--- src/flash_suspend_cfg.svh ---
`ifndef FLASH_SUSPEND_CFG_SVH
`define FLASH_SUSPEND_CFG_SVH

// serial opcodes
`define SUSPEND_OPCODE      8'hb0
`define RESUME_OPCODE       8'hd0

// system clock and pause/resume times
`define CLK_FREQ_MHZ        20
`define SUSPEND_LATENCY_US  10
`define RESUME_LATENCY_US   10
`define SUSPEND_LATENCY_CYC (`SUSPEND_LATENCY_US * `CLK_FREQ_MHZ)
`define RESUME_LATENCY_CYC  (`RESUME_LATENCY_US * `CLK_FREQ_MHZ)

// array geometry: 64 sectors of 64KB, page index within the array
`define SECTOR_W            6
`define PAGE_W              13
`define LATENCY_CNT_W       16

`endif

--- src/flash_suspend_pkg.sv ---
`include "flash_suspend_cfg.svh"

package flash_suspend_pkg;

    // command classes as sorted by the device's opcode decoder
    typedef enum logic [3:0] {
        CMD_READ_ARRAY   = 4'h0,
        CMD_READ_BUF1    = 4'h1,
        CMD_READ_BUF2    = 4'h2,
        CMD_BUF1_ACCESS  = 4'h3,
        CMD_BUF2_ACCESS  = 4'h4,
        CMD_PROG_NOERASE = 4'h5,
        CMD_PROG_ERASE   = 4'h6,
        CMD_ERASE        = 4'h7,
        CMD_PROT_MODIFY  = 4'h8,
        CMD_PROT_READ    = 4'h9,
        CMD_POWER_DOWN   = 4'ha,
        CMD_REG_READ     = 4'hb,
        CMD_RESET        = 4'hc,
        CMD_OTHER        = 4'hd
    } cmd_class_t;

    typedef enum logic [1:0] {
        OP_PROG_BUF1 = 2'h0,
        OP_PROG_BUF2 = 2'h1,
        OP_ERASE     = 2'h2
    } op_kind_t;

    typedef enum logic [2:0] {
        ST_IDLE       = 3'b001,
        ST_SUSPENDING = 3'b010,
        ST_RESUMING   = 3'b100
    } susp_state_t;

    // operation currently owned by the program/erase engine
    typedef struct packed {
        logic                   valid;
        op_kind_t               kind;
        logic                   pageLevel;
        logic [`SECTOR_W-1:0]   sector;
        logic [`PAGE_W-1:0]     page;
    } run_op_t;

    // decoded command offered for admission
    typedef struct packed {
        logic                   valid;
        cmd_class_t             cls;
        logic [`SECTOR_W-1:0]   sector;
    } cmd_req_t;

    // array read in progress, current address counter sector
    typedef struct packed {
        logic                   active;
        logic [`SECTOR_W-1:0]   sector;
    } read_req_t;

    // region left undefined by a reset during suspension
    typedef struct packed {
        logic                   valid;
        logic                   isPage;
        logic [`SECTOR_W-1:0]   sector;
        logic [`PAGE_W-1:0]     page;
    } undef_t;

endpackage : flash_suspend_pkg

--- src/opcode_rx.sv ---
`timescale 1ns/10ps

module opcode_rx (
    input  wire logic       clk,
    input  wire logic       reset,
    input  wire logic       sclkPin,
    input  wire logic       csPinN,
    input  wire logic       mosiPin,
    output logic [7:0]      opcode,
    output logic            opcodeDone,
    output logic            csRise
);

    logic       sclkMeta, sclkSync, sclkPrev;
    logic       csMetaN, csSyncN, csPrevN;
    logic       mosiMeta, mosiSync;
    logic [7:0] shift_reg;
    logic [2:0] bitCnt_reg;
    logic       gotByte_reg;
    logic       opcodeDone_reg;
    logic       csRise_reg;

    // pins cross in through two flops each
    always_ff @(posedge clk) begin
        if (reset) begin
            sclkMeta <= 1'b0;
            sclkSync <= 1'b0;
            sclkPrev <= 1'b0;
            csMetaN  <= 1'b1;
            csSyncN  <= 1'b1;
            csPrevN  <= 1'b1;
            mosiMeta <= 1'b0;
            mosiSync <= 1'b0;
        end else begin
            sclkMeta <= sclkPin;
            sclkSync <= sclkMeta;
            sclkPrev <= sclkSync;
            csMetaN  <= csPinN;
            csSyncN  <= csMetaN;
            csPrevN  <= csSyncN;
            mosiMeta <= mosiPin;
            mosiSync <= mosiMeta;
        end
    end

    // first byte only; later bytes in the frame never reach the shifter
    always_ff @(posedge clk) begin
        if (reset || csSyncN) begin
            shift_reg      <= 8'h00;
            bitCnt_reg     <= 3'h0;
            gotByte_reg    <= 1'b0;
            opcodeDone_reg <= 1'b0;
        end else begin
            opcodeDone_reg <= 1'b0;
            if (sclkSync && !sclkPrev && !gotByte_reg) begin
                shift_reg  <= {shift_reg[6:0], mosiSync};
                bitCnt_reg <= bitCnt_reg + 3'h1;
                if (bitCnt_reg == 3'h7) begin
                    gotByte_reg    <= 1'b1;
                    opcodeDone_reg <= 1'b1;
                end
            end
        end
    end

    // end of frame, one pulse
    always_ff @(posedge clk) begin
        if (reset) begin
            csRise_reg <= 1'b0;
        end else begin
            csRise_reg <= csSyncN && !csPrevN;
        end
    end

    assign opcode     = shift_reg;
    assign opcodeDone = opcodeDone_reg;
    assign csRise     = csRise_reg;

endmodule : opcode_rx

--- src/flash_suspend_ctrl.sv ---
`timescale 1ns/10ps
`include "flash_suspend_cfg.svh"

// Function
// - suspend is opcode b0, extra bytes ignored
// - halt running operation within suspend latency
// - set the flag matching the paused operation
// - report ready once operation is paused
// - suspension tied to one 64KB sector
// - host must not read suspended sector
// - streaming read undefined inside suspended sector
// - program into erase-suspended sector aborts
// - program elsewhere allowed, may suspend too
// - reset cancels erase suspend, sector undefined
// - reset during page suspend: only page undefined
// - array and buffer reads always accepted
// - suspended buffer refuses write, transfer, compare
// - program without erase only during erase suspend
// - erase and erase-programs always refused
// - protection changes refused, protection reads allowed
// - power-down entry and exit refused
// - status, config, id reads and reset allowed
// - resume opcode d0 clears flag, shows busy
// - dual suspend resumes the program first
// - suspend ignored while resume takes effect
module flash_suspend_ctrl #(
    parameter int SUSPEND_CYC = `SUSPEND_LATENCY_CYC,
    parameter int RESUME_CYC  = `RESUME_LATENCY_CYC
) (
    input  wire logic                         clk,
    input  wire logic                         reset,
    input  wire logic                         sclkPin,
    input  wire logic                         csPinN,
    input  wire logic                         mosiPin,
    input  wire logic                         resetPinN,
    input  wire flash_suspend_pkg::run_op_t   runOp,
    input  wire flash_suspend_pkg::cmd_req_t  cmdReq,
    input  wire flash_suspend_pkg::read_req_t readReq,
    output logic                              progHold,
    output logic                              eraseHold,
    output logic                              progSuspendBufOneFlag,
    output logic                              progSuspendBufTwoFlag,
    output logic                              eraseSuspendFlag,
    output logic                              readyFlag,
    output logic                              cmdAccept,
    output logic                              cmdRefuse,
    output logic                              progAbort,
    output logic                              readUndefined,
    output flash_suspend_pkg::undef_t         undefRegion
);

    // flag lands one edge after the count runs out
    localparam int SUSP_MAX = SUSPEND_CYC + 1;
    localparam int RES_MAX  = RESUME_CYC;

    logic [7:0]                    opcode;
    logic                          opcodeDone;
    logic                          csRise;
    logic                          rstMeta, rstSyncN;
    logic                          pendSusp_reg, pendRes_reg;
    flash_suspend_pkg::susp_state_t state_reg;
    logic [`LATENCY_CNT_W-1:0]     cnt_reg;
    flash_suspend_pkg::op_kind_t   suspKind_reg;
    logic                          resProg_reg;
    logic                          progHold_reg, eraseHold_reg;
    logic                          ps1_reg, ps2_reg, es_reg;
    logic [`SECTOR_W-1:0]          esSector_reg, progSector_reg;
    logic [`PAGE_W-1:0]            esPage_reg, progPage_reg;
    logic                          esPageLevel_reg;
    logic                          ready_reg;
    logic                          accept_reg, refuse_reg, abort_reg;
    logic                          readUndef_reg;
    flash_suspend_pkg::undef_t     undef_reg;
    logic                          anyReset, runHeld, suspGo, resGo;
    logic                          cmdOk, progIntoEs, anyFlag;

    opcode_rx u_rx (
        .clk        (clk),
        .reset      (reset),
        .sclkPin    (sclkPin),
        .csPinN     (csPinN),
        .mosiPin    (mosiPin),
        .opcode     (opcode),
        .opcodeDone (opcodeDone),
        .csRise     (csRise)
    );

    // admission table per suspend state; no flags means no restriction
    function automatic logic classAllowed(
        input flash_suspend_pkg::cmd_class_t cls,
        input logic ps1,
        input logic ps2,
        input logic es
    );
        logic ok;
        ok = 1'b1;
        if (ps1 || ps2 || es) begin
            case (cls)
                flash_suspend_pkg::CMD_BUF1_ACCESS:  ok = !ps1;
                flash_suspend_pkg::CMD_BUF2_ACCESS:  ok = !ps2;
                flash_suspend_pkg::CMD_PROG_NOERASE:
                    ok = es && !ps1 && !ps2;
                flash_suspend_pkg::CMD_PROG_ERASE:   ok = 1'b0;
                flash_suspend_pkg::CMD_ERASE:        ok = 1'b0;
                flash_suspend_pkg::CMD_PROT_MODIFY:  ok = 1'b0;
                flash_suspend_pkg::CMD_POWER_DOWN:   ok = 1'b0;
                default:                             ok = 1'b1;
            endcase
        end
        return ok;
    endfunction : classAllowed

    // is the engine's current operation one we are holding
    function automatic logic isHeld(
        input flash_suspend_pkg::op_kind_t kind,
        input logic pHold,
        input logic eHold
    );
        return (kind == flash_suspend_pkg::OP_ERASE) ? eHold : pHold;
    endfunction : isHeld

    // reset pin is asynchronous to clk
    always_ff @(posedge clk) begin
        if (reset) begin
            rstMeta  <= 1'b1;
            rstSyncN <= 1'b1;
        end else begin
            rstMeta  <= resetPinN;
            rstSyncN <= rstMeta;
        end
    end

    assign anyReset = !rstSyncN ||
        (cmdReq.valid && cmdReq.cls == flash_suspend_pkg::CMD_RESET);
    assign runHeld  = isHeld(runOp.kind, progHold_reg, eraseHold_reg);
    assign anyFlag  = ps1_reg || ps2_reg || es_reg;
    // suspend only hits an operation that is actually running
    assign suspGo   = csRise && pendSusp_reg && runOp.valid && !runHeld &&
                      state_reg == flash_suspend_pkg::ST_IDLE;
    assign resGo    = csRise && pendRes_reg && anyFlag &&
                      state_reg == flash_suspend_pkg::ST_IDLE;
    assign cmdOk    = classAllowed(cmdReq.cls, ps1_reg, ps2_reg, es_reg);
    assign progIntoEs = es_reg && cmdReq.sector == esSector_reg &&
        (cmdReq.cls == flash_suspend_pkg::CMD_PROG_NOERASE ||
         cmdReq.cls == flash_suspend_pkg::CMD_PROG_ERASE);

    // opcode acts only when the frame closes
    always_ff @(posedge clk) begin
        if (reset || csRise) begin
            pendSusp_reg <= 1'b0;
            pendRes_reg  <= 1'b0;
        end else if (opcodeDone) begin
            pendSusp_reg <= opcode == `SUSPEND_OPCODE;
            pendRes_reg  <= opcode == `RESUME_OPCODE;
        end
    end

    // latency sequencer
    always_ff @(posedge clk) begin
        if (reset || anyReset) begin
            state_reg    <= flash_suspend_pkg::ST_IDLE;
            cnt_reg      <= '0;
            suspKind_reg <= flash_suspend_pkg::OP_ERASE;
            resProg_reg  <= 1'b0;
        end else begin
            case (state_reg)
                flash_suspend_pkg::ST_IDLE: begin
                    if (suspGo) begin
                        state_reg    <= flash_suspend_pkg::ST_SUSPENDING;
                        cnt_reg      <= `LATENCY_CNT_W'(SUSPEND_CYC - 1);
                        suspKind_reg <= runOp.kind;
                    end else if (resGo) begin
                        state_reg   <= flash_suspend_pkg::ST_RESUMING;
                        cnt_reg     <= `LATENCY_CNT_W'(RESUME_CYC - 1);
                        resProg_reg <= ps1_reg || ps2_reg;
                    end
                end
                flash_suspend_pkg::ST_SUSPENDING: begin
                    if (cnt_reg == '0) begin
                        state_reg <= flash_suspend_pkg::ST_IDLE;
                    end else begin
                        cnt_reg <= cnt_reg - `LATENCY_CNT_W'(1);
                    end
                end
                flash_suspend_pkg::ST_RESUMING: begin
                    if (cnt_reg == '0) begin
                        state_reg <= flash_suspend_pkg::ST_IDLE;
                    end else begin
                        cnt_reg <= cnt_reg - `LATENCY_CNT_W'(1);
                    end
                end
                default: state_reg <= flash_suspend_pkg::ST_IDLE;
            endcase
        end
    end

    // engine holds: freeze at once, release when the resume completes
    always_ff @(posedge clk) begin
        if (reset || anyReset) begin
            progHold_reg  <= 1'b0;
            eraseHold_reg <= 1'b0;
        end else if (suspGo) begin
            if (runOp.kind == flash_suspend_pkg::OP_ERASE) begin
                eraseHold_reg <= 1'b1;
            end else begin
                progHold_reg <= 1'b1;
            end
        end else if (state_reg == flash_suspend_pkg::ST_RESUMING &&
                     cnt_reg == '0) begin
            if (resProg_reg) begin
                progHold_reg <= 1'b0;
            end else begin
                eraseHold_reg <= 1'b0;
            end
        end
    end

    // suspend flags: set as the suspend latency runs out, cleared on resume or reset
    always_ff @(posedge clk) begin
        if (reset || anyReset) begin
            ps1_reg <= 1'b0;
            ps2_reg <= 1'b0;
            es_reg  <= 1'b0;
        end else if (state_reg == flash_suspend_pkg::ST_SUSPENDING &&
                     cnt_reg == '0) begin
            case (suspKind_reg)
                flash_suspend_pkg::OP_PROG_BUF1: ps1_reg <= 1'b1;
                flash_suspend_pkg::OP_PROG_BUF2: ps2_reg <= 1'b1;
                default:                         es_reg  <= 1'b1;
            endcase
        end else if (state_reg == flash_suspend_pkg::ST_RESUMING &&
                     cnt_reg == '0) begin
            if (resProg_reg) begin
                ps1_reg <= 1'b0;
                ps2_reg <= 1'b0;
            end else begin
                es_reg <= 1'b0;
            end
        end
    end

    // location of each paused operation
    always_ff @(posedge clk) begin
        if (reset) begin
            esSector_reg    <= '0;
            esPage_reg      <= '0;
            esPageLevel_reg <= 1'b0;
            progSector_reg  <= '0;
            progPage_reg    <= '0;
        end else if (suspGo) begin
            if (runOp.kind == flash_suspend_pkg::OP_ERASE) begin
                esSector_reg    <= runOp.sector;
                esPage_reg      <= runOp.page;
                esPageLevel_reg <= runOp.pageLevel;
            end else begin
                progSector_reg <= runOp.sector;
                progPage_reg   <= runOp.page;
            end
        end
    end

    // ready while nothing unheld runs and no latency window is open
    always_ff @(posedge clk) begin
        if (reset) begin
            ready_reg <= 1'b1;
        end else begin
            ready_reg <= state_reg == flash_suspend_pkg::ST_IDLE &&
                         !(runOp.valid && !runHeld);
        end
    end

    // admission verdicts; a refused command is only reported, never passed
    always_ff @(posedge clk) begin
        if (reset) begin
            accept_reg <= 1'b0;
            refuse_reg <= 1'b0;
            abort_reg  <= 1'b0;
        end else begin
            accept_reg <= cmdReq.valid && cmdOk && !progIntoEs;
            refuse_reg <= cmdReq.valid && !cmdOk;
            abort_reg  <= cmdReq.valid && cmdOk && progIntoEs;
        end
    end

    // a streaming read turns to garbage only while inside a paused sector
    always_ff @(posedge clk) begin
        if (reset) begin
            readUndef_reg <= 1'b0;
        end else begin
            readUndef_reg <= readReq.active &&
                ((es_reg && readReq.sector == esSector_reg) ||
                 ((ps1_reg || ps2_reg) &&
                  readReq.sector == progSector_reg));
        end
    end

    // damage report on reset; program page wins the single report slot
    always_ff @(posedge clk) begin
        if (reset) begin
            undef_reg <= '0;
        end else begin
            undef_reg.valid <= anyReset && anyFlag;
            if (ps1_reg || ps2_reg) begin
                undef_reg.isPage <= 1'b1;
                undef_reg.sector <= progSector_reg;
                undef_reg.page   <= progPage_reg;
            end else begin
                undef_reg.isPage <= esPageLevel_reg;
                undef_reg.sector <= esSector_reg;
                undef_reg.page   <= esPage_reg;
            end
        end
    end

    assign progHold              = progHold_reg;
    assign eraseHold             = eraseHold_reg;
    assign progSuspendBufOneFlag = ps1_reg;
    assign progSuspendBufTwoFlag = ps2_reg;
    assign eraseSuspendFlag      = es_reg;
    assign readyFlag             = ready_reg;
    assign cmdAccept             = accept_reg;
    assign cmdRefuse             = refuse_reg;
    assign progAbort             = abort_reg;
    assign readUndefined         = readUndef_reg;
    assign undefRegion           = undef_reg;
endmodule : flash_suspend_ctrl

--- config.mk ---
export PLATFORM = sky130hd
export DESIGN_NAME = flash_suspend_ctrl
export DESIGN_NICKNAME = d
export VERILOG_FILES = /design/src/flash_suspend_pkg.sv /design/src/opcode_rx.sv /design/src/flash_suspend_ctrl.sv
export VERILOG_INCLUDE_DIRS = /design/src
export SDC_FILE = /design/constraint.sdc
export NUM_CORES = 1
export LEC_CHECK = 0
export BUFFER_PORTS_ARGS = -buffer_cell sky130_fd_sc_hd__buf_2
export CORE_ASPECT_RATIO = 1.1
export CORE_MARGIN = 1.5
export CORE_UTILIZATION = 55
export CTS_CLUSTER_SIZE = 20
export DETAILED_ROUTE_END_ITERATION = 16
export PLACE_DENSITY = 0.76
export SLEW_MARGIN = 15
export SYNTH_ARGS = -nofsm -noshare
export SYNTH_HDL_FRONTEND = slang
export SYNTH_SLANG_ARGS = --single-unit
--- constraint.sdc ---
create_clock -name clk -period 2.8 [get_ports clk]
set_clock_uncertainty 0.15 [all_clocks]
set_input_delay 0.56 -clock clk [delete_from_list [all_inputs] [get_ports clk]]
set_output_delay 0.56 -clock clk [all_outputs]
set_load 0.05 [all_outputs]
==> reports/results.txt <==
outcome: completed
global router's overall resource usage: 26.8%
clock buffer depth: 2
final critical delay including setup and external delays: 2.38 ns
pin count of the biggest net entering global routing: 75
post-route total power: 3.84 mW
Clock Tree Root: sky130_fd_sc_hd__clkbuf_8
final-report hold violation count: 0
leading register cell type out of synthesis: sky130_fd_sc_hd__dfxtp_1
routability cong.: 0.995
Iter 0 DRT Violations: 218
buffer count from post-CTS setup fixing: 0
Setup WS pre-CTS: 0.192 ns
antenna fix cells: 0
PostCTS Resize Cnt: 0
Die X-Extent: 92.5 um
share of synthesized area occupied by flip-flops and latches: 48.8%
global-route wire length before repair: 19,600 um
number of global-route vias before repair: 4,175
worst hold-check slack: 0.0935 ns
RSZ-0062 raised after global routing: false
Cell Rows: 35
detailed-route wire length: 12,200 um
Initial Util: 57.3%
synthesized netlist net count: 588
met2 routing resource usage after global routing: 48.8%
number of flip-flops under the largest register name: 21
Final Core Density: 70.0%
area of the core: 0.00845 mm^2
fraction of final layout cells with drive strength greater than 1: 20.7%
count of placed standard cells including taps: 714
achievable frequency: 0.420 GHz
Rel. slew slack: 52.2%
clock insertion delay at the later pin of the skew report: 0.51 ns
number of buffers created by CTS: 17
accumulated negative setup slack: 0 ns
nets@finish: 673
DR WL/cell: 16.4 um
Least-Margin Pin Slew: 0.714 ns
fraction of registers with async set or reset after synthesis: 0%
vertical die dimension: 101 um
CP Class: flop to flop
total global routing overflow: 0
count of filler cells inserted in the layout: 631
instance area at placement: 0.00536 mm^2
Yosys cell types: 58
CTS tree: built
Top Usage Layer GRT: met2
power density over cell area: 650 mW/mm^2
worst min path class: primary input to flop
Boundary Pins: 78
Detail Placement HPWL: 8100 um
CTS Hold Buffers Added: 0
DRC violations left: 0
Final setup viols: 0
area of the mapped netlist: 0.00484 mm^2
leakage power figure: 2.67 nW
Synth Area per Inst: 9.02 um^2
met3 usage in global routing: 6.23%
CP Launch Type: flop
vias per cell: 5.70
final non-filler cell total: 744
nature of the critical path endpoint: flop
count of nets left with antenna violations after detail routing: 0
max capacitance violation total: 0
area enclosed by the die boundary: 0.00938 mm^2
post-CTS clock slew at the launch and capture registers of the worst setup and hold paths: 0.06 ns
required time worst endpoint: 3.06 ns
final worst-path setup slack: 0.417 ns
synthesized flop and latch total: 118
H-tree levels: 4
arrival time worst endpoint: 2.64 ns
count of buffers inserted at the top-level ports: 77
number of iterations in the first detailed-routing pass: 5
Clock Sinks: 118
worst ir drop on vdd: 0.000432 V
growth of design area from synthesis to finish: 22.1%
number of flops mapped to enable cells by yosys: 0
Vias: 4,239
number of antenna violations at the first check in global routing: 0
routing usage on met1: 29.1%
number of warnings reported in the yosys synthesis log: 0
gate count of the mapped netlist: 537
share of the clock period used by the worst path after layout: 85.1%
Critical Path Fanout Max: 9
number of slew-limit violations in the final report: 0
fin area: 0.00591 mm^2
[worst max-delay path, cell delays in order, from the launching register on]
cell	delay (ns)
sky130_fd_sc_hd__dfxtp_1	0.35
sky130_fd_sc_hd__nor4_1	0.56
sky130_fd_sc_hd__nand4_1	0.39
sky130_fd_sc_hd__a21oi_2	0.38
sky130_fd_sc_hd__nor2_2	0.16
sky130_fd_sc_hd__a311oi_1	0.30
[final cells by class]
cell class | instances | area (um^2) | share of cell area [%]
multi-input cells | 381 | 2330 | 39.4
inverters | 15 | 56.3 | 0.952
flip-flops and latches | 118 | 2360 | 39.9
clock buffers | 17 | 414 | 7.00
well taps | 111 | 139 | 2.35
clock inverters | 13 | 135 | 2.29
repair buffers | 89 | 475 | 8.04
[placed cells by master (no fill, tap or decap), drive strengths merged, types with 4 or more instances in the layout]
cell / count
nor3b: 8
ha: 4
buf: 89
xor2: 10
nor4: 9
a21oi: 45
nor3: 10
nand2b: 8
a31oi: 9
or2: 5
nor2b: 8
clkbuf: 17
o21ai: 7
inv: 16
dfxtp: 118
nor2: 59
nand2: 76
xnor2: 10
nand3: 14
nand4: 5
mux2i: 39
clkinv: 8
[where the power goes]
group	switching [mW]	internal (mW)	leakage (nW)
Combinational	0.0769	0.0516	1.45
Clock	0.771	1.25	0.269
Sequential	0.00325	1.69	0.953
Total	0.851	2.99	2.67
[kinds of logic (layout without fill, tap and decap cells)]
| family | count (synthesis) | after routing | share of synthesized area (%) |
|---|---|---|---|
| multiplexers | 39 | 39 | 8.06 |
| flip-flops | 118 | 118 | 48.8 |
| XOR/XNOR | 20 | 20 | 3.62 |
| AND/OR/NAND/NOR | 222 | 222 | 22.3 |
| adder cells (fa/ha/maj) | 5 | 5 | 1.24 |
| AO/OA/AOI/OAI | 95 | 95 | 12.8 |
| buffers and inverters | 38 | 134 | 3.23 |
[routing by layer]
metal / vias up / part of all wire (%)
li1: 2042 / -
met1: 2031 / 40
met2: 139 / 53
met3: 27 / 5.0
met4: 0 / 2.3
met5: - / 0
[cell usage after synthesis, types with 7 or more instances]
cell type,number,area (um^2)
sky130_fd_sc_hd__nor4_1,9,56.3
sky130_fd_sc_hd__dfxtp_1,118,2360
sky130_fd_sc_hd__nor3b_1,8,60.1
sky130_fd_sc_hd__a21oi_1,44,220
sky130_fd_sc_hd__clkbuf_1,16,60.1
sky130_fd_sc_hd__nor2b_1,8,50.1
sky130_fd_sc_hd__inv_1,15,56.3
sky130_fd_sc_hd__a31oi_1,9,56.3
sky130_fd_sc_hd__nand2b_1,8,50.1
sky130_fd_sc_hd__xnor2_1,10,87.6
sky130_fd_sc_hd__nand3_1,14,70.1
sky130_fd_sc_hd__xor2_1,10,87.6
sky130_fd_sc_hd__nand2_1,76,285
sky130_fd_sc_hd__o21ai_0,7,35.0
sky130_fd_sc_hd__nor3_1,9,45.0
sky130_fd_sc_hd__nor2_1,58,218
sky130_fd_sc_hd__mux2i_1,39,390
[final timing paths]
kind,from,endpoint,slack (ns),depth (start not counted)
max,cnt_reg[11]$_SDFFE_PP0P_,cnt_reg[12]$_SDFFE_PP0P_,0.42,5
min,csPinN,u_rx.csMetaN$_SDFF_PP1_,0.09,2
max reg2reg,cnt_reg[11]$_SDFFE_PP0P_,cnt_reg[12]$_SDFFE_PP0P_,0.42,5
min reg2reg,u_rx.csPrevN$_SDFF_PP1_,u_rx.csRise$_SDFF_PP0_,0.26,1
Note: power is estimated with default switching activity, not from simulation.
